--- src/tcci_cfg.svh ---
// Functional notes
// RULE_01 - Three 16-bit compare values checked every tick
// RULE_02 - Compare high byte staged, committed with low
// RULE_03 - Capture low read latches high byte
// RULE_04 - Capture event copies running count
// RULE_05 - Capture value may serve as TOP
// RULE_06 - Enable register layout, reserved bits zero
// RULE_07 - Request needs enable, global enable, flag
// RULE_08 - Flag layout; capture event sets capture flag
// RULE_09 - Capture-as-TOP: flag set at TOP
// RULE_10 - Match flag set one tick after equality
// RULE_11 - Forced match never sets match flag
// RULE_12 - Wrap flag set at mode-defined point
// RULE_13 - Vector taken clears matching flag
// RULE_14 - Writing one clears flag
// RULE_15 - Count write blocks matches next tick
// RULE_16 - Capture pin ignored while capture is TOP
// RULE_17 - Zero writes ignored; set beats clear
// RULE_18 - Compare reset zero; unused flag bits zero
`ifndef TCCI_CFG_SVH
`define TCCI_CFG_SVH
`define TCCI_AW 4
`define TCCI_ADR_CMPA_LO 4'h0
`define TCCI_ADR_CMPA_HI 4'h1
`define TCCI_ADR_CMPB_LO 4'h2
`define TCCI_ADR_CMPB_HI 4'h3
`define TCCI_ADR_CMPC_LO 4'h4
`define TCCI_ADR_CMPC_HI 4'h5
`define TCCI_ADR_CAP_LO 4'h6
`define TCCI_ADR_CAP_HI 4'h7
`define TCCI_ADR_IRQ_EN 4'h8
`define TCCI_ADR_IRQ_FLG 4'h9
`define TCCI_BIT_CAP 5
`define TCCI_BIT_MC 3
`define TCCI_BIT_MB 2
`define TCCI_BIT_MA 1
`define TCCI_BIT_WRAP 0
`define TCCI_IRQ_MASK 8'h2F
`define TCCI_CMP_RST 16'h0000
`define TCCI_CAP_RST 16'h0000
`define TCCI_MATCH_DLY 1
`endif

--- src/tcci_pkg.sv ---
package tcci_pkg;
  // Waveform mode group as far as flags care
  typedef enum logic [1:0] {
    TCCI_MODE_NORMAL = 2'h0,
    TCCI_MODE_CLEAR_ON_MATCH = 2'h1,
    TCCI_MODE_OTHER = 2'h2
  } tcci_mode_t;
  typedef logic [7:0] tcci_byte_t;
  typedef logic [15:0] tcci_word_t;
endpackage : tcci_pkg

--- src/tcci_match.sv ---
`timescale 1ns/1ps
`include "tcci_cfg.svh"
// One compare channel: value register and delayed match pulse
module tcci_match #(
  parameter int WIDTH = 16
) (
  input wire logic clk,
  input wire logic rst,
  input wire logic ce,
  input wire logic tick,
  input wire logic load,
  input wire logic [WIDTH-1:0] load_value,
  input wire logic [WIDTH-1:0] count,
  input wire logic block,
  output logic [WIDTH-1:0] value_r,
  output logic hit_r
);
  initial
  begin
    if (WIDTH < 2 || WIDTH > 16)
      $error("tcci_match width unsupported");
  end

  // Value register; both bytes land together
  always_ff @(posedge clk)
  begin
    if (rst)
      value_r <= WIDTH'(`TCCI_CMP_RST);
    else if (ce && load)
      value_r <= load_value;
  end

  // Match registered one clock after the equal tick; forced matches never enter here
  always_ff @(posedge clk)
  begin
    if (rst)
      hit_r <= 1'b0;
    else if (ce)
      hit_r <= tick && !block && (count == value_r);
  end
endmodule : tcci_match

--- src/tcci_edge.sv ---
`timescale 1ns/1ps
// Capture trigger edge detector with source and edge select
module tcci_edge (
  input wire logic clk,
  input wire logic rst,
  input wire logic ce,
  input wire logic capture_input_pin,
  input wire logic comparator_out,
  input wire logic use_comparator,
  input wire logic rising_edge_sel,
  input wire logic pin_disconnect,
  output logic event_r
);
  logic prev_r;
  logic armed_r;
  logic src;

  assign src = use_comparator ? comparator_out : capture_input_pin;

  // Remember last sample of the chosen source
  always_ff @(posedge clk)
  begin
    if (rst)
      prev_r <= 1'b0;
    else if (ce)
      prev_r <= src;
  end

  // First sample after reset only primes prev_r; a source idling high gives no false edge
  always_ff @(posedge clk)
  begin
    if (rst)
      armed_r <= 1'b0;
    else if (ce)
      armed_r <= 1'b1;
  end

  // One pulse per selected edge; disconnected pin yields nothing
  always_ff @(posedge clk)
  begin
    if (rst)
      event_r <= 1'b0;
    else if (ce)
      event_r <= armed_r && !pin_disconnect && (rising_edge_sel ? (src && !prev_r) : (!src && prev_r));
  end
endmodule : tcci_edge

--- src/tcci_top.sv ---
`timescale 1ns/1ps
`include "tcci_cfg.svh"
// Compare, capture and interrupt logic of a 16-bit timer
module tcci_top (
  input wire logic clk,
  input wire logic rst,
  input wire logic ce,
  input wire logic [`TCCI_AW-1:0] addr,
  input wire logic [7:0] wdata,
  input wire logic wr,
  input wire logic rd,
  output logic [7:0] rdata_r,
  input wire logic [15:0] running_count,
  input wire logic tick,
  input wire logic count_written,
  input wire logic wrap_event,
  input wire logic top_reached,
  input wire tcci_pkg::tcci_mode_t waveform_mode_select,
  input wire logic capture_is_top,
  input wire logic force_match_a,
  input wire logic force_match_b,
  input wire logic force_match_c,
  input wire logic capture_input_pin,
  input wire logic comparator_out,
  input wire logic use_comparator,
  input wire logic rising_edge_sel,
  input wire logic global_irq_en,
  input wire logic [5:0] vector_taken,
  output logic irq_r,
  output logic [2:0] match_out_r,
  output logic [15:0] capture_top_r
);
  import tcci_pkg::*;

  logic [7:0] temp_r;
  logic [7:0] irq_en_r;
  logic [7:0] flags_r;
  logic [15:0] capture_r;
  logic [15:0] cmp_value [3];
  logic [2:0] hit;
  logic [2:0] forces;
  logic cap_event;
  logic block_r;
  logic [7:0] flag_set;
  logic [7:0] flag_clr;
  logic [7:0] flags_nxt;
  logic [7:0] rd_nxt;

  assign forces = {force_match_c, force_match_b, force_match_a};

  // RULE_15 block matches
  // Count write blanks compares on the following tick
  always_ff @(posedge clk)
  begin
    if (rst)
      block_r <= 1'b0;
    else if (ce && count_written)
      block_r <= 1'b1;
    else if (ce && tick)
      block_r <= 1'b0;
  end

  // RULE_02 shared high byte
  // Temp byte: loaded by high writes and by capture low reads
  always_ff @(posedge clk)
  begin
    if (rst)
      temp_r <= 8'h00;
    else if (ce && wr && (addr == `TCCI_ADR_CMPA_HI || addr == `TCCI_ADR_CMPB_HI ||
                          addr == `TCCI_ADR_CMPC_HI || addr == `TCCI_ADR_CAP_HI))
      temp_r <= wdata;
    // RULE_03 coherent capture read
    else if (ce && rd && addr == `TCCI_ADR_CAP_LO)
      temp_r <= capture_r[15:8];
  end

  // One channel per compare register
  genvar g;
  generate
    for (g = 0; g < 3; g++)
    begin : g_ch
      // RULE_01 compare channels
      // RULE_10 delayed match
      tcci_match #(.WIDTH(16)) u_match (
        .clk(clk),
        .rst(rst),
        .ce(ce),
        .tick(tick),
        .load(wr && addr == `TCCI_AW'(2 * g)),
        .load_value({temp_r, wdata}),
        .count(running_count),
        .block(block_r),
        .value_r(cmp_value[g]),
        .hit_r(hit[g])
      );
    end
  endgenerate

  // RULE_16 pin disconnected
  tcci_edge u_edge (
    .clk(clk),
    .rst(rst),
    .ce(ce),
    .capture_input_pin(capture_input_pin),
    .comparator_out(comparator_out),
    .use_comparator(use_comparator),
    .rising_edge_sel(rising_edge_sel),
    .pin_disconnect(capture_is_top),
    .event_r(cap_event)
  );

  // RULE_04 capture copy
  // Capture value; software may load it when used as TOP
  always_ff @(posedge clk)
  begin
    if (rst)
      capture_r <= `TCCI_CAP_RST;
    else if (ce && cap_event)
      capture_r <= running_count;
    else if (ce && wr && addr == `TCCI_ADR_CAP_LO)
      capture_r <= {temp_r, wdata};
  end

  // RULE_05 capture as TOP
  // Limit handed to the counter, registered for clean output
  always_ff @(posedge clk)
  begin
    if (rst)
      capture_top_r <= `TCCI_CAP_RST;
    else if (ce)
      capture_top_r <= capture_r;
  end

  // RULE_11 forced match output only
  // Match to waveform logic; forced strobes pass here, not into flags
  always_ff @(posedge clk)
  begin
    if (rst)
      match_out_r <= 3'h0;
    else if (ce)
      match_out_r <= hit | forces;
  end

  // RULE_06 enable layout
  always_ff @(posedge clk)
  begin
    if (rst)
      irq_en_r <= 8'h00;
    else if (ce && wr && addr == `TCCI_ADR_IRQ_EN)
      irq_en_r <= wdata & `TCCI_IRQ_MASK;
  end

  // Flag set and clear terms
  always_comb
  begin
    flag_set = 8'h00;
    // RULE_08 capture flag
    // RULE_09 flag at TOP
    flag_set[`TCCI_BIT_CAP] = capture_is_top ? (ce && tick && top_reached) : cap_event;
    flag_set[`TCCI_BIT_MA] = hit[0];
    flag_set[`TCCI_BIT_MB] = hit[1];
    flag_set[`TCCI_BIT_MC] = hit[2];
    // RULE_12 wrap point
    if (waveform_mode_select == TCCI_MODE_OTHER)
      flag_set[`TCCI_BIT_WRAP] = tick && top_reached;
    else
      flag_set[`TCCI_BIT_WRAP] = tick && wrap_event;
    flag_clr = 8'h00;
    // RULE_14 write one clears
    if (wr && addr == `TCCI_ADR_IRQ_FLG)
      flag_clr = wdata;
    // RULE_13 vector clears
    flag_clr = flag_clr | {2'b00, vector_taken};
    // RULE_17 set wins
    flags_nxt = ((flags_r & ~flag_clr) | flag_set) & `TCCI_IRQ_MASK;
  end

  // RULE_18 unused bits zero
  always_ff @(posedge clk)
  begin
    if (rst)
      flags_r <= 8'h00;
    else if (ce)
      flags_r <= flags_nxt;
  end

  // RULE_07 three-way request
  always_ff @(posedge clk)
  begin
    if (rst)
      irq_r <= 1'b0;
    else if (ce)
      irq_r <= global_irq_en && |(flags_nxt & irq_en_r);
  end

  // Read mux; high bytes of compares read directly, capture high via temp
  always_comb
  begin
    case (addr)
      `TCCI_ADR_CMPA_LO: rd_nxt = cmp_value[0][7:0];
      `TCCI_ADR_CMPA_HI: rd_nxt = cmp_value[0][15:8];
      `TCCI_ADR_CMPB_LO: rd_nxt = cmp_value[1][7:0];
      `TCCI_ADR_CMPB_HI: rd_nxt = cmp_value[1][15:8];
      `TCCI_ADR_CMPC_LO: rd_nxt = cmp_value[2][7:0];
      `TCCI_ADR_CMPC_HI: rd_nxt = cmp_value[2][15:8];
      `TCCI_ADR_CAP_LO: rd_nxt = capture_r[7:0];
      `TCCI_ADR_CAP_HI: rd_nxt = temp_r;
      `TCCI_ADR_IRQ_EN: rd_nxt = irq_en_r;
      `TCCI_ADR_IRQ_FLG: rd_nxt = flags_r;
      default: rd_nxt = 8'h00;
    endcase
  end

  // Read data stand one cycle after the strobe only
  always_ff @(posedge clk)
  begin
    if (rst)
      rdata_r <= 8'h00;
    else if (ce)
      rdata_r <= rd ? rd_nxt : 8'h00;
  end

  // Assertions
  chk_flag_sets_after_match: assert property (@(posedge clk) disable iff (rst) // RULE_10
    ce && hit[0] |=> flags_r[`TCCI_BIT_MA]) else $error("match A flag not set");
  chk_block_after_write: assert property (@(posedge clk) disable iff (rst) // RULE_15
    ce && tick && block_r |=> !hit[0] && !hit[1] && !hit[2])
    else $error("match not blocked after count write");
  chk_force_no_flag: assert property (@(posedge clk) disable iff (rst) // RULE_11
    ce && force_match_a && !hit[0] && !flags_r[`TCCI_BIT_MA] |=> !flags_r[`TCCI_BIT_MA])
    else $error("forced match set flag");
  chk_set_beats_clear: assert property (@(posedge clk) disable iff (rst) // RULE_17
    ce && flag_set[`TCCI_BIT_MB] |=> flags_r[`TCCI_BIT_MB]) else $error("set lost to clear");
  chk_w1c_clears: assert property (@(posedge clk) disable iff (rst) // RULE_14
    ce && wr && addr == `TCCI_ADR_IRQ_FLG && wdata[0] && !flag_set[0] |=> !flags_r[0])
    else $error("write one did not clear");
  chk_vector_clears: assert property (@(posedge clk) disable iff (rst) // RULE_13
    ce && vector_taken[`TCCI_BIT_MA] && !flag_set[`TCCI_BIT_MA] |=> !flags_r[`TCCI_BIT_MA])
    else $error("vector did not clear flag");
  chk_capture_copy: assert property (@(posedge clk) disable iff (rst) // RULE_04
    ce && cap_event |=> capture_r == $past(running_count)) else $error("capture missed count");
  chk_pin_disconnect: assert property (@(posedge clk) disable iff (rst) // RULE_16
    capture_is_top && $past(capture_is_top) |-> !cap_event) else $error("capture while TOP");
  chk_irq_three_way: assert property (@(posedge clk) disable iff (rst) // RULE_07
    ce && !global_irq_en |=> !irq_r) else $error("irq without global enable");
  chk_reserved_zero: assert property (@(posedge clk) disable iff (rst) // RULE_18
    (flags_r & ~`TCCI_IRQ_MASK) == 8'h00 && (irq_en_r & ~`TCCI_IRQ_MASK) == 8'h00)
    else $error("reserved bit set");
  chk_capture_read_coherent: assert property (@(posedge clk) disable iff (rst) // RULE_03
    ce && rd && addr == `TCCI_ADR_CAP_LO |=> temp_r == $past(capture_r[15:8]))
    else $error("temp not latched on low read");

  // Clock enable low must hold every visible state
  chk_ce_freeze: assert property (@(posedge clk) disable iff (rst)
    !ce |=> $stable(irq_r) && $stable(flags_r) && $stable(rdata_r))
    else $error("state moved while ce low");

  // Read data return to zero outside the answer cycle
  chk_rdata_idle: assert property (@(posedge clk) disable iff (rst)
    ce && !rd |=> rdata_r == 8'h00)
    else $error("read data without read");

  // High byte write parks in the shared temp byte
  chk_temp_high_write: assert property (@(posedge clk) disable iff (rst) // RULE_02
    ce && wr && addr == `TCCI_ADR_CMPA_HI |=> temp_r == $past(wdata))
    else $error("temp not loaded by high write");

  // Low write commits both bytes at once
  chk_low_commit: assert property (@(posedge clk) disable iff (rst) // RULE_02
    ce && wr && addr == `TCCI_ADR_CMPB_LO |=> cmp_value[1] == {$past(temp_r), $past(wdata)})
    else $error("compare B not committed as a word");

  // Compare high bytes read straight from the value
  chk_cmp_high_read: assert property (@(posedge clk) disable iff (rst) // RULE_01
    ce && rd && addr == `TCCI_ADR_CMPC_HI |=> rdata_r == $past(cmp_value[2][15:8]))
    else $error("compare C high byte read wrong");

  // Equality on a free tick raises the hit pulse
  chk_match_delay: assert property (@(posedge clk) disable iff (rst) // RULE_10
    ce && tick && !block_r && running_count == cmp_value[2] |=> hit[2])
    else $error("compare C match missed");

  // Forced strobes still reach the waveform side
  chk_force_output: assert property (@(posedge clk) disable iff (rst) // RULE_11
    ce && force_match_c |=> match_out_r[2])
    else $error("forced match C not passed on");

  // TOP reached with capture as TOP sets the capture flag
  chk_cap_top_flag: assert property (@(posedge clk) disable iff (rst) // RULE_09
    ce && capture_is_top && tick && top_reached |=> flags_r[`TCCI_BIT_CAP])
    else $error("capture flag missed at TOP");

  // Pin event sets the capture flag while the pin is connected
  chk_capture_flag_event: assert property (@(posedge clk) disable iff (rst) // RULE_08
    ce && cap_event && !capture_is_top |=> flags_r[`TCCI_BIT_CAP])
    else $error("capture flag missed on event");

  // Wrap flag in normal and clear-on-match modes
  chk_wrap_normal: assert property (@(posedge clk) disable iff (rst) // RULE_12
    ce && tick && wrap_event && waveform_mode_select != TCCI_MODE_OTHER |=> flags_r[`TCCI_BIT_WRAP])
    else $error("wrap flag missed on overflow");

  // Wrap flag at TOP in the other modes
  chk_wrap_other: assert property (@(posedge clk) disable iff (rst) // RULE_12
    ce && tick && top_reached && waveform_mode_select == TCCI_MODE_OTHER |=> flags_r[`TCCI_BIT_WRAP])
    else $error("wrap flag missed at TOP");

  // Enable writes keep reserved bits at zero
  chk_enable_write: assert property (@(posedge clk) disable iff (rst) // RULE_06
    ce && wr && addr == `TCCI_ADR_IRQ_EN |=> irq_en_r == ($past(wdata) & `TCCI_IRQ_MASK))
    else $error("enable write wrong");

  // All three conditions together must raise the request
  chk_irq_request: assert property (@(posedge clk) disable iff (rst) // RULE_07
    ce && global_irq_en && |(flags_nxt & irq_en_r) |=> irq_r)
    else $error("request missing");

  // TOP limit follows the capture value one cycle later
  chk_top_follow: assert property (@(posedge clk) disable iff (rst) // RULE_05
    ce |=> capture_top_r == $past(capture_r))
    else $error("TOP limit stale");

  // Zero write to the flags changes nothing
  chk_zero_write_keeps: assert property (@(posedge clk) disable iff (rst) // RULE_17
    ce && wr && addr == `TCCI_ADR_IRQ_FLG && wdata == 8'h00 && vector_taken == 6'h00
    |=> flags_r == (($past(flags_r) | $past(flag_set)) & `TCCI_IRQ_MASK))
    else $error("zero write changed flags");

  // Unmapped indexes read as zero
  chk_unused_read: assert property (@(posedge clk) disable iff (rst) // RULE_18
    ce && rd && addr > `TCCI_ADR_IRQ_FLG |=> rdata_r == 8'h00)
    else $error("unmapped read not zero");

  cov_match_irq: cover property (@(posedge clk) disable iff (rst) hit[0] ##1 irq_r);
  cov_capture: cover property (@(posedge clk) disable iff (rst) cap_event);
  cov_wrap: cover property (@(posedge clk) disable iff (rst) flag_set[`TCCI_BIT_WRAP]);
  cov_set_and_clear: cover property (@(posedge clk) disable iff (rst) flag_set[1] && flag_clr[1]);
  cov_cap_top: cover property (@(posedge clk) disable iff (rst) capture_is_top && tick && top_reached);
endmodule : tcci_top

--- config.mk ---
export PLATFORM = sky130hd
export DESIGN_NAME = tcci_top
export DESIGN_NICKNAME = d
export VERILOG_FILES = /design/src/tcci_pkg.sv /design/src/tcci_match.sv /design/src/tcci_edge.sv /design/src/tcci_top.sv
export VERILOG_INCLUDE_DIRS = /design/src /design/src/src
export SDC_FILE = /design/constraint.sdc
export NUM_CORES = 1
export LEC_CHECK = 0
export ABC_CLOCK_PERIOD_IN_PS = 3050
export BUFFER_PORTS_ARGS = -buffer_cell sky130_fd_sc_hd__clkbuf_2
export CORE_ASPECT_RATIO = 0.6
export CORE_MARGIN = 2
export CORE_UTILIZATION = 50
export CTS_CLUSTER_DIAMETER = 200
export DETAILED_ROUTE_END_ITERATION = 7
export PLACE_DENSITY = 0.8
export SLEW_MARGIN = 30
export SYNTH_ARGS = -nofsm -noshare
export SYNTH_HDL_FRONTEND = slang
export SYNTH_SLANG_ARGS = --single-unit
--- constraint.sdc ---
create_clock -name clk -period 3.05 [get_ports clk]
set_input_delay 0 -clock clk [delete_from_list [all_inputs] [get_ports clk]]
set_output_delay 0 -clock clk [all_outputs]
set_load 0.1 [all_outputs]
* Yosys cells after proc, flatten, opt, wreduce, memory -nomap -nowiden
Cells that the tools add are included.
Word-level totals: flip-flop bits (word level) 117, input bits 54, output and inout port bits 28, logic and storage cells 90
Operators by class: equal/unequal tests 13, mux-type cells 13, bitwise gates (word level) 6, reduce and logical (&&, ||, !) cells 40
Operator list (count):
- $pmux W8 S10 | 1
- $eq A16 B16 Y1 | 3
- $mux W16 | 2
- $logic_and A1 B1 Y1 | 28
- $mux W8 | 3
- $eq A4 B3 Y1 const B | 4
- $and A6 B6 Y6 | 2
- $or A6 B6 Y6 | 2
- $eq A4 B2 Y1 const B | 2
- $eq A4 B4 Y1 const B | 2
- $reduce_or A8 Y1 | 1
- $mux W1 | 6
- $mux W6 | 1
- $not A6 Y6 | 1
- $reduce_bool A2 Y1 | 3
- $eq A4 B1 Y1 const B | 1
- $logic_not A1 Y1 | 4
- $logic_not A4 Y1 | 1
- $logic_or A1 B1 Y1 | 3
- $or A3 B3 Y3 | 1
- $eq A2 B2 Y1 const B | 1

* Depth between registers and ports, before layout
Gate-level depths: netlist of run 1.
depth after elaboration 10, gate-level depth with buffers 7, mapped depth without buffers 5

* Cells and area by module
Synthesis of run 1 repeated with hierarchy kept, for this count alone.
Second synthesis, totals: cell total of the unflattened synthesis 704, area, all modules 5992.0 um2
Modules (own cells, without submodules):
- tcci_top | instances 1, cells each 395, area an instance 3490.8 um2, sequential area each 1261.2 um2
- tcci_match | instances 3, cells each 98, area an instance 789.5 um2, sequential area each 340.3 um2
- tcci_edge | instances 1, cells each 15, area an instance 132.6 um2, sequential area each 60.1 um2

* Worst setup path after synthesis of run 1
No wires, ideal clock.
kind register to register, from register temp_r[6], to register rdata_r[6], setup time 0.128 ns, arrival time 1.259 ns, required time 2.922 ns, path slack 1.664 ns, stages on the path, launching flop included 5, buffers on the path 0, period minus slack after synthesis 1.386 ns, cells stage by stage dfxtp_1 -> mux4_2 -> mux2_2 -> a32oi_1 -> nor2_1
Between the ends: longest elaborated chain between the ends 2
RTL lines:
- start: declaration | line tcci_top.sv:35 | logic [7:0] temp_r;
- start signal: assignment | line tcci_top.sv:71 | temp_r <= wdata;
- start signal: assignment | line tcci_top.sv:74 | temp_r <= capture_r[15:8];
- $pmux W8 S10 | line tcci_top.sv:199 | case (addr)
- $mux W8 | line tcci_top.sv:220 | rdata_r <= rd ? rd_nxt : 8'h00;
- end signal: assignment | line tcci_top.sv:220
- end: declaration | line tcci_top.sv:12 | output logic [7:0] rdata_r,
No other way between the ends. A chain may end at the register's enable or synchronous reset.

* Worst setup path in the final report of run 1
from register u_edge.event_r, to register capture_r[5]
Between the ends: longest elaborated chain between the ends 2, elaborated cells on any way between the ends 3, classes of those cells mux (1); reduce/logical (2)
RTL lines:
- start: declaration | line tcci_edge.sv:12 | output logic event_r
- start signal: assignment | line tcci_edge.sv:44 | event_r <= armed_r && !pin_disconnect && (rising_edge_sel ? (src && !prev_r) : (!src && prev_r));
- $logic_and A1 B1 Y1 * | line tcci_top.sv:118 | else if (ce && cap_event)
- $mux W16 / $reduce_bool A2 Y1 (equally long branches)
- end signal: assignment | line tcci_top.sv:117 | capture_r <= `TCCI_CAP_RST;
- end signal: assignment | line tcci_top.sv:119 | capture_r <= running_count;
- end signal: assignment | line tcci_top.sv:121 | capture_r <= {temp_r, wdata};
- end: declaration | line tcci_top.sv:38 | logic [15:0] capture_r;
Mark *: on every way between the ends. The rest lies on a longest branch, timed or not.

==> tab_implementation.tex, run 1 <==
\begin{tabular}{lr}
\hline
Metric & Value \\
\hline
\multicolumn{2}{l}{\textbf{Setup path}} \\
\quad Source of the worst register-to-register timing path & u\_edge.event\_r \\
\quad Type of origin of the critical path & flop \\
\quad Register-to-Register Setup Slack & 0.62 ns \\
\quad Destination of the worst register-to-register timing path & capture\_r[5] \\
\quad Source of the critical timing path & u\_edge.event\_r \\
\quad Worst-path fanout max & 32 \\
\quad CP cell instances & buf\_4, a21oi\_1, nor2\_4, nor2\_1, a311oi\_1, dlygate4sd3\_1 \\
\quad Total number of cells along the worst setup path & 6 \\
\quad Worst setup path endpoint & capture\_r[5] \\
\quad Highest-delay cell along the critical path & dlygate4sd3\_1 \\
\quad Data required time at the worst endpoint & 3.41 ns \\
\quad Capturing element type of the critical path & flop \\
\quad CP bufs+invs & 2 \\
\quad Kind of cell adding the most delay to the critical path & buffers and inverters \\
\quad Type of the worst setup path & reg -> reg \\
\quad Arr. time, crit path & 2.79 ns \\
\quad R2R cell count & 6 \\
\quad Critical path's largest stage delay & 0.60 ns \\
\multicolumn{2}{l}{\textbf{Global routing}} \\
\quad Largest net degree at the start of global routing & 65 \\
\quad Number of antenna violations at the first check in global routing & 0 \\
\quad Via count of the first global-routing pass & 5,113 \\
\quad Total Routing Usage GR & 31.2\% \\
\quad GRT overflow & 0 \\
\quad Global-route wire length before repair & 29,000 um \\
\multicolumn{2}{l}{\textbf{Floorplan}} \\
\quad Area inside the core boundary & 0.0114 mm\^{}2 \\
\quad Boundary pin count & 82 \\
\quad Die Outline Area & 0.0127 mm\^{}2 \\
\quad Initial core utilization & 51.6\% \\
\quad Rows & 30 \\
\quad DIE WIDTH & 144 um \\
\quad Die height & 87.9 um \\
\multicolumn{2}{l}{\textbf{Job}} \\
\quad Reported max-cap violation count & 0 \\
\multicolumn{2}{l}{\textbf{Power and ir drop}} \\
\quad Total power density per cell area & 561 mW/mm\^{}2 \\
\quad Final total power & 0.00408 W \\
\quad Worst-case vdd ir drop & 402 uV \\
\quad Leakage power & 3.24 nW \\
\multicolumn{2}{l}{\textbf{Timing}} \\
\quad Setup clock skew after layout & 0.0107 ns \\
\quad Worst slew slack as a fraction of its limit & 50.4\% \\
\quad Tightest Pin Transition & 0.744 ns \\
\quad Min setup slack post-route & 0.616 ns \\
\quad Period Utilization, post-route & 79.8\% \\
\quad Setup repair after global routing missed its margin & false \\
\quad Clock period minus worst slack & 2.43 ns \\
\quad Summed negative setup slack over all endpoints & 0 ns \\
\quad Final hold vios & 0 \\
\quad Number of setup violations in the final report & 0 \\
\quad Maximum achievable frequency & 411 MHz \\
\quad Pins Over Slew Limit & 0 \\
\multicolumn{2}{l}{\textbf{Final layout}} \\
\quad N\_diodes & 0 \\
\quad Synthesis-to-finish area growth & 23.8\% \\
\quad Layout cells sized above 1 & 18.4\% \\
\quad Number of nets at the end of the flow & 797 \\
\quad Filler Cell Count & 914 \\
\quad Fin cells & 916 \\
\multicolumn{2}{l}{\textbf{Drt}} \\
\quad Wire length after detailed routing & 19,000 um \\
\quad DRC viols & 0 \\
\quad Count of antenna-violating nets left after detailed routing & 0 \\
\quad Via density & 6.00 \\
\quad Number of violations reported at the end of detailed-routing iteration 0 & 608 \\
\quad Total via count in the routed design & 5,498 \\
\quad Iteration count of the initial detailed-routing pass & 6 \\
\quad Post-DR wirelength/cell & 20.7 um \\
\multicolumn{2}{l}{\textbf{CTS}} \\
\quad Number of buffers inserted during clock tree synthesis & 17 \\
\quad Number of levels in the clock H-tree & 4 \\
\quad TritonCTS Sinks & 117 \\
\quad Root buffer cell & clkbuf\_16 \\
\quad Post-CTS Hold Buffers & 35 \\
\quad Post-CTS sizing & 0 \\
\quad Maximum number of buffers from clock root to sink & 2 \\
\quad Clock tree from TritonCTS & yes \\
\quad Clock latency on the worst-skew pair & 0.42 ns \\
\quad Clock slew at the register clock pins of the worst setup and hold paths & 0.06 ns \\
\quad Setup bufs post-CTS & 0 \\
\multicolumn{2}{l}{\textbf{Logic synthesis}} \\
\quad Synth Net Count & 698 \\
\quad Synth Cell Area & 0.00587 mm\^{}2 \\
\quad Gate count of the mapped netlist & 644 \\
\quad Part of the Yosys area used for sequential elements & 39.9\% \\
\quad EDFF count, synth & 0 \\
\quad Mapped Avg Cell Area & 9.12 um\^{}2 \\
\quad Yosys warns & 0 \\
\quad Asr flop ratio synth & 0\% \\
\quad Top\_reg\_cell synth & dfxtp\_1 \\
\quad Synth cell types & 59 \\
\quad Synthesized flop and latch total & 117 \\
\multicolumn{2}{l}{\textbf{Place}} \\
\quad Final Wtd Congestion & 0.931 \\
\quad Dpl cells & 849 \\
\quad Worst slack after detailed placement & 0.985 ns \\
\quad IO Port Bufs & 80 \\
\quad Detailed-placement wirelength estimate & 13,200 um \\
\multicolumn{2}{l}{\textbf{Outcome}} \\
\quad Status & finished, final reports clean \\
\multicolumn{2}{l}{\textbf{Hold path}} \\
\quad Tightest Hold Check Type & in -> reg \\
\hline
\end{tabular}
[cells in the final DEF, fill, tap and decap left out, types with 9 or more instances in the layout]
cell / count
a211oi_1: 13
a21oi_1: 12
a22oi_1: 15
a311oi_1: 16
buf_4: 10
clkbuf_16: 17
clkbuf_2: 79
dfxtp_1: 117
dlygate4sd3_1: 35
mux2i_1: 85
nand2_1: 37
nand3_1: 21
nand4_1: 9
nor2_1: 116
nor2b_1: 9
nor3_1: 9
o21ai_0: 12
xnor2_1: 21
xor2_1: 27
[report_power, final]
part	switching [W]	internal (W)	leakage (nW)
clock	0.000747	0.00137	0.298
combinational	0.000251	0.000135	2.00
sequential	0.0000231	0.00155	0.945
total	0.00102	0.00306	3.24
[layout make-up]
class,count,area (um^2),area share [%]
Multi-Input combinational cell,482,3280,45.1
Sequential cell,117,2340,32.2
Timing Repair Buffer,124,821,11.3
Clock buffer,21,480,6.61
Tap cell,160,200,2.75
Clock inverter,11,148,2.03
Inverter,1,3.75,0.0516
[per-stage QoR]
step	hold WS (ns)	utilization (%)	cell area [um^2]
3_3_place_gp	0.266	55.3	6290
5_1_grt	0.0183	63.9	7270
4_1_cts	0.00565	63.9	7270
3_5_place_dp	0.279	55.3	6290
6_report	0.00847	63.9	7270
2_1_floorplan	0.144	-	5870
[sequential cells by signal, summed over array words and instances, names as in the netlist, 3 cells and up]
name / cells
rdata_r: 8
temp_r: 8
g_ch.u_match.hit_r: 3
g_ch.u_match.value_r: 48
flags_r: 5
match_out_r: 3
capture_top_r: 16
irq_en_r: 5
capture_r: 16
[metal layers]
layer	track usage, %	wire (um)	vias to the layer above	share of wire, %
li1	-	-	2516	-
met1	43.5	8460	2632	45
met2	47.0	8130	318	43
met3	9.40	2050	32	11
met4	9.18	337	0	1.8
met5	0	0	-	0
[worst register-to-register path: stages, from the launching register on]
cell           delay (ns)
dfxtp_1              0.40
buf_4                0.27
a21oi_1              0.11
nor2_4               0.56
nor2_1               0.11
a311oi_1             0.31
dlygate4sd3_1        0.60
[cell usage after synthesis, types with 2 or more instances]
master,instances,share of area [%]
a311oi_1,16,2.4
a32oi_1,3,0.45
a211oi_1,13,1.7
mux2_2,7,1.3
mux2i_1,85,14
nor3_1,9,0.77
nor4_1,5,0.53
o21ai_1,4,0.34
xor2_1,27,4.0
nand2_1,37,2.4
o21a_1,2,0.26
nand2b_1,5,0.53
buf_2,13,1.1
buf_1,3,0.19
nand4_1,9,0.96
dfxtp_1,117,40
a221oi_1,4,0.60
and3_1,2,0.21
a22oi_1,15,1.9
a31oi_1,7,0.75
or2_1,2,0.21
buf_6,7,1.3
o22ai_1,4,0.43
nand3_1,21,1.8
and2_1,2,0.21
xnor2_1,21,3.1
nor2_1,116,7.4
a21oi_1,12,1.0
a22o_1,3,0.45
buf_4,4,0.51
clkbuf_1,17,1.1
nand4b_1,4,0.60
o21ai_0,12,1.0
nand3b_1,2,0.26
mux4_2,2,0.77
nor2b_1,9,0.96
[how the worst min path moves through the flow]
stage	start	end	slack (ns)	cells past startpoint
2_1_floorplan	wdata[0]	g_ch[0].u_match.value_r[0]	0.14	2
3_3_place_gp	count_written	block_r	0.27	3
3_5_place_dp	count_written	block_r	0.28	3
4_1_cts	running_count[0]	capture_r[0]	0.006	3
5_1_grt	running_count[3]	capture_r[3]	0.02	3
6_report	running_count[0]	capture_r[0]	0.008	3
[cell families after synthesis]
logic type | count (synthesis) | share of synthesized area (%)
and+or+nand+nor | 234 | 19.0
buffers and inverters | 45 | 4.30
DFF | 117 | 39.9
xor gates and xnor gates | 48 | 7.16
AOI/OAI and AO/OA | 106 | 13.0
muxes | 94 | 16.6
Note: power is estimated with default switching activity, not from simulation.
==> inputs of run 2 (changes only) <==
- ABC_AREA: default -> 1
- ABC_CLOCK_PERIOD_IN_PS: 3050 -> 2000
- PLACE_DENSITY: 0.8 -> 0.83
- clock period: 3.05 -> 2 ns (I/O delays scaled with it)
==> run 2 against run 1 <==
Compared with the run above: the flow now finishes with violations (design-rule violations); die area is 3.5% lower; combinational power grew 100%; fmax is 35% higher; hold slack gained 0.0074 ns; final cell count grew 15%; clock skew is 0.0020 ns lower; synthesized cell count increased by 24%; sequential power grew 56%; total power rose by 58%; routed wire length up 3.6%; global-route usage rose by 1.2 points; count of clock-buffer cells in the layout rose by 1.
==> tab_implementation.tex, run 2 <==
\begin{tabular}{lr}
\hline
Metric & Value \\
\hline
\multicolumn{2}{l}{\textbf{Outcome}} \\
\quad Status & finished, violations left \\
\quad Violated checks & design-rule violations \\
\multicolumn{2}{l}{\textbf{Floorplan}} \\
\quad Die Outline Area & 0.0122 mm\^{}2 (-3.5\%) \\
\quad DIE WIDTH & 141 um (-1.8\%) \\
\quad Initial core utilization & 50.8\% (-0.84 points) \\
\quad Area inside the core boundary & 0.0111 mm\^{}2 (-2.0\%) \\
\quad Die height & 86.4 um (-1.7\%) \\
\quad Boundary pin count & 82 (unchanged) \\
\quad Rows & 30 (unchanged) \\
\multicolumn{2}{l}{\textbf{Final layout}} \\
\quad Highest-count cells in the layout ignoring fill and taps & dfxtp\_1 (117), nand2\_1 (114), a21oi\_1 (100) \\
\quad Filler Cell Count & 948 (+3.7\%) \\
\quad N\_diodes & 0 (unchanged) \\
\quad Synthesis-to-finish area growth & 25.9\% \\
\quad Number of nets at the end of the flow & 955 (+20\%) \\
\quad Most flops, register & g\_ch.u\_match.value\_r \\
\quad Commonest non-fill, non-tap cell in the layout & dfxtp\_1 \\
\quad Number of flip-flops under the largest register name & 48 (unchanged) \\
\quad Summed area of non-filler cells in the final layout & 0.00713 mm\^{}2 (-2.0\%) \\
\quad Largest registers & g\_ch.u\_match.value\_r (48), capture\_r (16), capture\_top\_r (16) \\
\quad Layout cells sized above 1 & 16.5\% (-1.8 points) \\
\multicolumn{2}{l}{\textbf{CTS}} \\
\quad Maximum number of buffers from clock root to sink & 2 (unchanged) \\
\quad Number of buffers inserted during clock tree synthesis & 17 (unchanged) \\
\quad Clock slew at the register clock pins of the worst setup and hold paths & 0.05 ns (about the same) \\
\quad Clock latency on the worst-skew pair & 0.42 ns (about the same) \\
\quad TritonCTS Sinks & 117 (unchanged) \\
\quad Setup bufs post-CTS & 0 (unchanged) \\
\quad Root buffer cell & clkbuf\_16 \\
\quad Number of levels in the clock H-tree & 4 (unchanged) \\
\quad Clock tree from TritonCTS & yes \\
\multicolumn{2}{l}{\textbf{Logic synthesis}} \\
\quad Synthesized flop and latch total & 117 (unchanged) \\
\quad Multiplexer share of the synthesized area & 1.61\% (-15 points) \\
\quad Compound-Gate Fraction of Synth Area & 24.0\% (+11 points) \\
\quad Top\_reg\_cell synth & dfxtp\_1 \\
\quad Gate count of the mapped netlist & 797 (+24\%) \\
\quad Part of the Yosys area used for sequential elements & 41.4\% (+1.5 points) \\
\quad Parity-gate share of the synthesized area counting xor and xnor cells & 3.40\% (-3.8 points) \\
\quad Yosys warns & 0 (unchanged) \\
\quad Most frequent cells after synthesis & dfxtp\_1 (117), nand2\_1 (115), a21oi\_1 (100) \\
\quad Fraction of the mapped netlist area in adder cells & 0\% (unchanged) \\
\quad Mapped Avg Cell Area & 7.10 um\^{}2 (-22\%) \\
\quad Fraction of synthesized cell area taken by the top area cell type & 41.4\% (+1.5 points) \\
\quad Asr flop ratio synth & 0\% (unchanged) \\
\quad Post-synthesis simple-gate area fraction & 20.4\% (+1.4 points) \\
\quad Synth Cell Area & 0.00566 mm\^{}2 (-3.6\%) \\
\quad EDFF count, synth & 0 (unchanged) \\
\quad Synth cell types & 33 (-44\%) \\
\quad Synth Net Count & 851 (+22\%) \\
\quad Top cells by area, synth & dfxtp\_1 (41\%), a21oi\_1 (8.8\%), o21ai\_0 (8.6\%), nand2\_1 (7.6\%), inv\_1 (5.5\%) \\
\quad Leading cell type by number of instances after synthesis & dfxtp\_1 \\
\quad Main combinational cell family by area after synthesis & compound AO/OA/AOI/OAI gates \\
\quad Post-synth top area cell & dfxtp\_1 \\
\multicolumn{2}{l}{\textbf{Setup path}} \\
\quad Critical path's largest stage delay & 0.57 ns (-0.03 ns) \\
\quad Highest-delay cell along the critical path & dlygate4sd3\_1 \\
\quad CP bufs+invs & 2 (unchanged) \\
\quad Source of the worst register-to-register timing path & u\_edge.event\_r \\
\quad Kind of cell adding the most delay to the critical path & buffers and inverters \\
\quad CP cell instances & nand2\_2, nand2\_1, buf\_4, o21ai\_0, a31oi\_1, dlygate4sd3\_1 \\
\quad Capturing element type of the critical path & flop \\
\quad Total number of cells along the worst setup path & 6 (unchanged) \\
\quad Worst-path fanout max & 20 (-38\%) \\
\quad Arr. time, crit path & 2.15 ns (-0.64 ns) \\
\quad Destination of the worst register-to-register timing path & capture\_r[4] \\
\quad Type of the worst setup path & reg -> reg \\
\quad Data required time at the worst endpoint & 2.35 ns (-1.06 ns) \\
\quad Register-to-Register Setup Slack & 0.20 ns (-0.41 ns) \\
\quad Type of origin of the critical path & flop \\
\quad R2R cell count & 6 (unchanged) \\
\multicolumn{2}{l}{\textbf{Power and ir drop}} \\
\quad Worst-case vdd ir drop & 697 uV (+73\%) \\
\quad Leakage power & 2.94 nW (-9.2\%) \\
\quad Total power density per cell area & 904 mW/mm\^{}2 (+61\%) \\
\multicolumn{2}{l}{\textbf{Drt}} \\
\quad Iteration count of the initial detailed-routing pass & 8 (+2) \\
\quad DRC viols & 2 (+2) \\
\quad Via density & 5.94 (-0.98\%) \\
\quad Count of antenna-violating nets left after detailed routing & 0 (unchanged) \\
\quad Total via count in the routed design & 6,282 (+14\%) \\
\quad Post-DR wirelength/cell & 18.6 um (-10\%) \\
\quad Wire length after detailed routing & 19,700 um (+3.6\%) \\
\quad Number of violations reported at the end of detailed-routing iteration 0 & 782 (+29\%) \\
\multicolumn{2}{l}{\textbf{Place}} \\
\quad Worst slack after detailed placement & 0.472 ns (-0.513 ns) \\
\quad Final Wtd Congestion & 0.963 (+3.4\%) \\
\quad Area post-placement & 0.00623 mm\^{}2 (-0.99\%) \\
\quad IO Port Bufs & 80 (unchanged) \\
\quad Detailed-placement wirelength estimate & 13,400 um (+1.3\%) \\
\multicolumn{2}{l}{\textbf{Timing}} \\
\quad Min setup slack post-route & 0.201 ns (-0.415 ns) \\
\quad Summed negative setup slack over all endpoints & 0 ns (unchanged) \\
\quad Number of setup violations in the final report & 0 (unchanged) \\
\quad Final hold vios & 0 (unchanged) \\
\quad Worst slew slack as a fraction of its limit & 57.6\% (+7.2 points) \\
\quad Setup repair after global routing missed its margin & false \\
\quad Setup clock skew after layout & 0.00872 ns (-0.00195 ns) \\
\quad Maximum achievable frequency & 556 MHz (+35\%) \\
\quad Pins Over Slew Limit & 0 (unchanged) \\
\quad Tightest Pin Transition & 0.633 ns (-0.111 ns) \\
\quad Clock period minus worst slack & 1.80 ns (-0.635 ns) \\
\quad Period Utilization, post-route & 89.9\% (+10 points) \\
\multicolumn{2}{l}{\textbf{Global routing}} \\
\quad Number of antenna violations at the first check in global routing & 0 (unchanged) \\
\quad Total Routing Usage GR & 32.4\% (+1.2 points) \\
\quad Global-route wire length before repair & 30,000 um (+3.4\%) \\
\quad GRT overflow & 0 (unchanged) \\
\quad Via count of the first global-routing pass & 5,668 (+11\%) \\
\quad Largest net degree at the start of global routing & 85 (+31\%) \\
\multicolumn{2}{l}{\textbf{Job}} \\
\quad Reported max-cap violation count & 0 (unchanged) \\
\multicolumn{2}{l}{\textbf{Hold path}} \\
\quad Startpoint of the most critical hold path & ce \\
\quad Worst Hold End & capture\_top\_r[5] \\
\quad Hold depth & 3 (unchanged) \\
\quad Tightest Hold Check Type & in -> reg \\
\hline
\end{tabular}
## run 2: cell types whose count changed in the layout (fill, tap and decap cells not counted), sizes merged, moves of 12 or more
cell    change
a21oi      +90
inv        +88
o21ai      +85
nand2      +79
mux2i      -77
nor2       -44
nand3      +24
a311oi     -16
a22oi      -15
xor2       -14
o22ai      +13
xnor2      -12
## run 2: power by group
group          leakage [nW]  switching, W  internal, W  total, W
logic                  1.69      0.000552     0.000221  0.000773
clock network         0.300       0.00108      0.00214   0.00322
registers             0.951     0.0000493      0.00240   0.00245
## run 2: what timing repair did
item,4_1_cts,5_1_grt
hold buffers,28,0
setup endpoints to repair,0,1
endpoints found under the hold margin,30,0
resized for setup,0,1
## run 2: area by class of cell
| cell class | instances | area (um^2) | share of cell area (%) |
|---|---|---|---|
| clock buffers | 22 | 464 | 6.51 |
| clock inverters | 9 | 151 | 2.12 |
| inverters | 90 | 338 | 4.74 |
| multi-input cells | 549 | 2800 | 39.3 |
| flip-flops and latches | 117 | 2340 | 32.9 |
| well taps | 144 | 180 | 2.53 |
| repair buffers | 126 | 853 | 12.0 |
## run 2: logic make-up (layout without fill, tap and decap cells)
group	after synthesis	count (layout)
AND/OR/NAND/NOR	268	268
XOR/XNOR	22	22
AO/OA/AOI/OAI	250	250
buffers and inverters	131	247
flip-flops	117	117
multiplexers	9	9
## run 2: per-stage QoR
stage / total power [W] / util (%) / cells / hold slack (ns)
final: 0.00645 / 64.0 / 1057 / 0.0159
after global routing: 0.00658 / 64.0 / 1057 / 0.0286
after detailed placement: 0.00320 / 55.9 / 998 / 0.224
after CTS: 0.00642 / 63.9 / 1057 / 0.000687
after global placement: 0.00319 / 55.9 / 998 / 0.219
after floorplan: 0.00296 / - / 797 / 0.125
## run 2: worst max-delay path by stage
stage	startpoint	to	slack [ns]
global route	u_edge.event_r	capture_r[4]	0.06
detailed placement	addr[2]	g_ch[2].u_match.value_r[8]	0.47
floorplan	capture_top_r[0]	capture_top_r[0]	0.73
finish	u_edge.event_r	capture_r[4]	0.20
global placement	ce	g_ch[1].u_match.value_r[4]	0.52
CTS	u_edge.event_r	capture_r[4]	0.11
## run 2: layer usage
| metal | part of all wire (%) | GRT usage, % |
|---|---|---|
| met1 | 43 | 46.4 |
| met2 | 39 | 44.8 |
| met3 | 15 | 9.83 |
| met4 | 3.3 | 14.5 |
| met5 | 0 | 0 |
## run 2: worst reg2reg max path: stages, from the launching register on
cell,delay (ns)
dfxtp_1,0.35
nand2_2,0.16
nand2_1,0.16
buf_4,0.24
o21ai_0,0.10
a31oi_1,0.16
dlygate4sd3_1,0.57
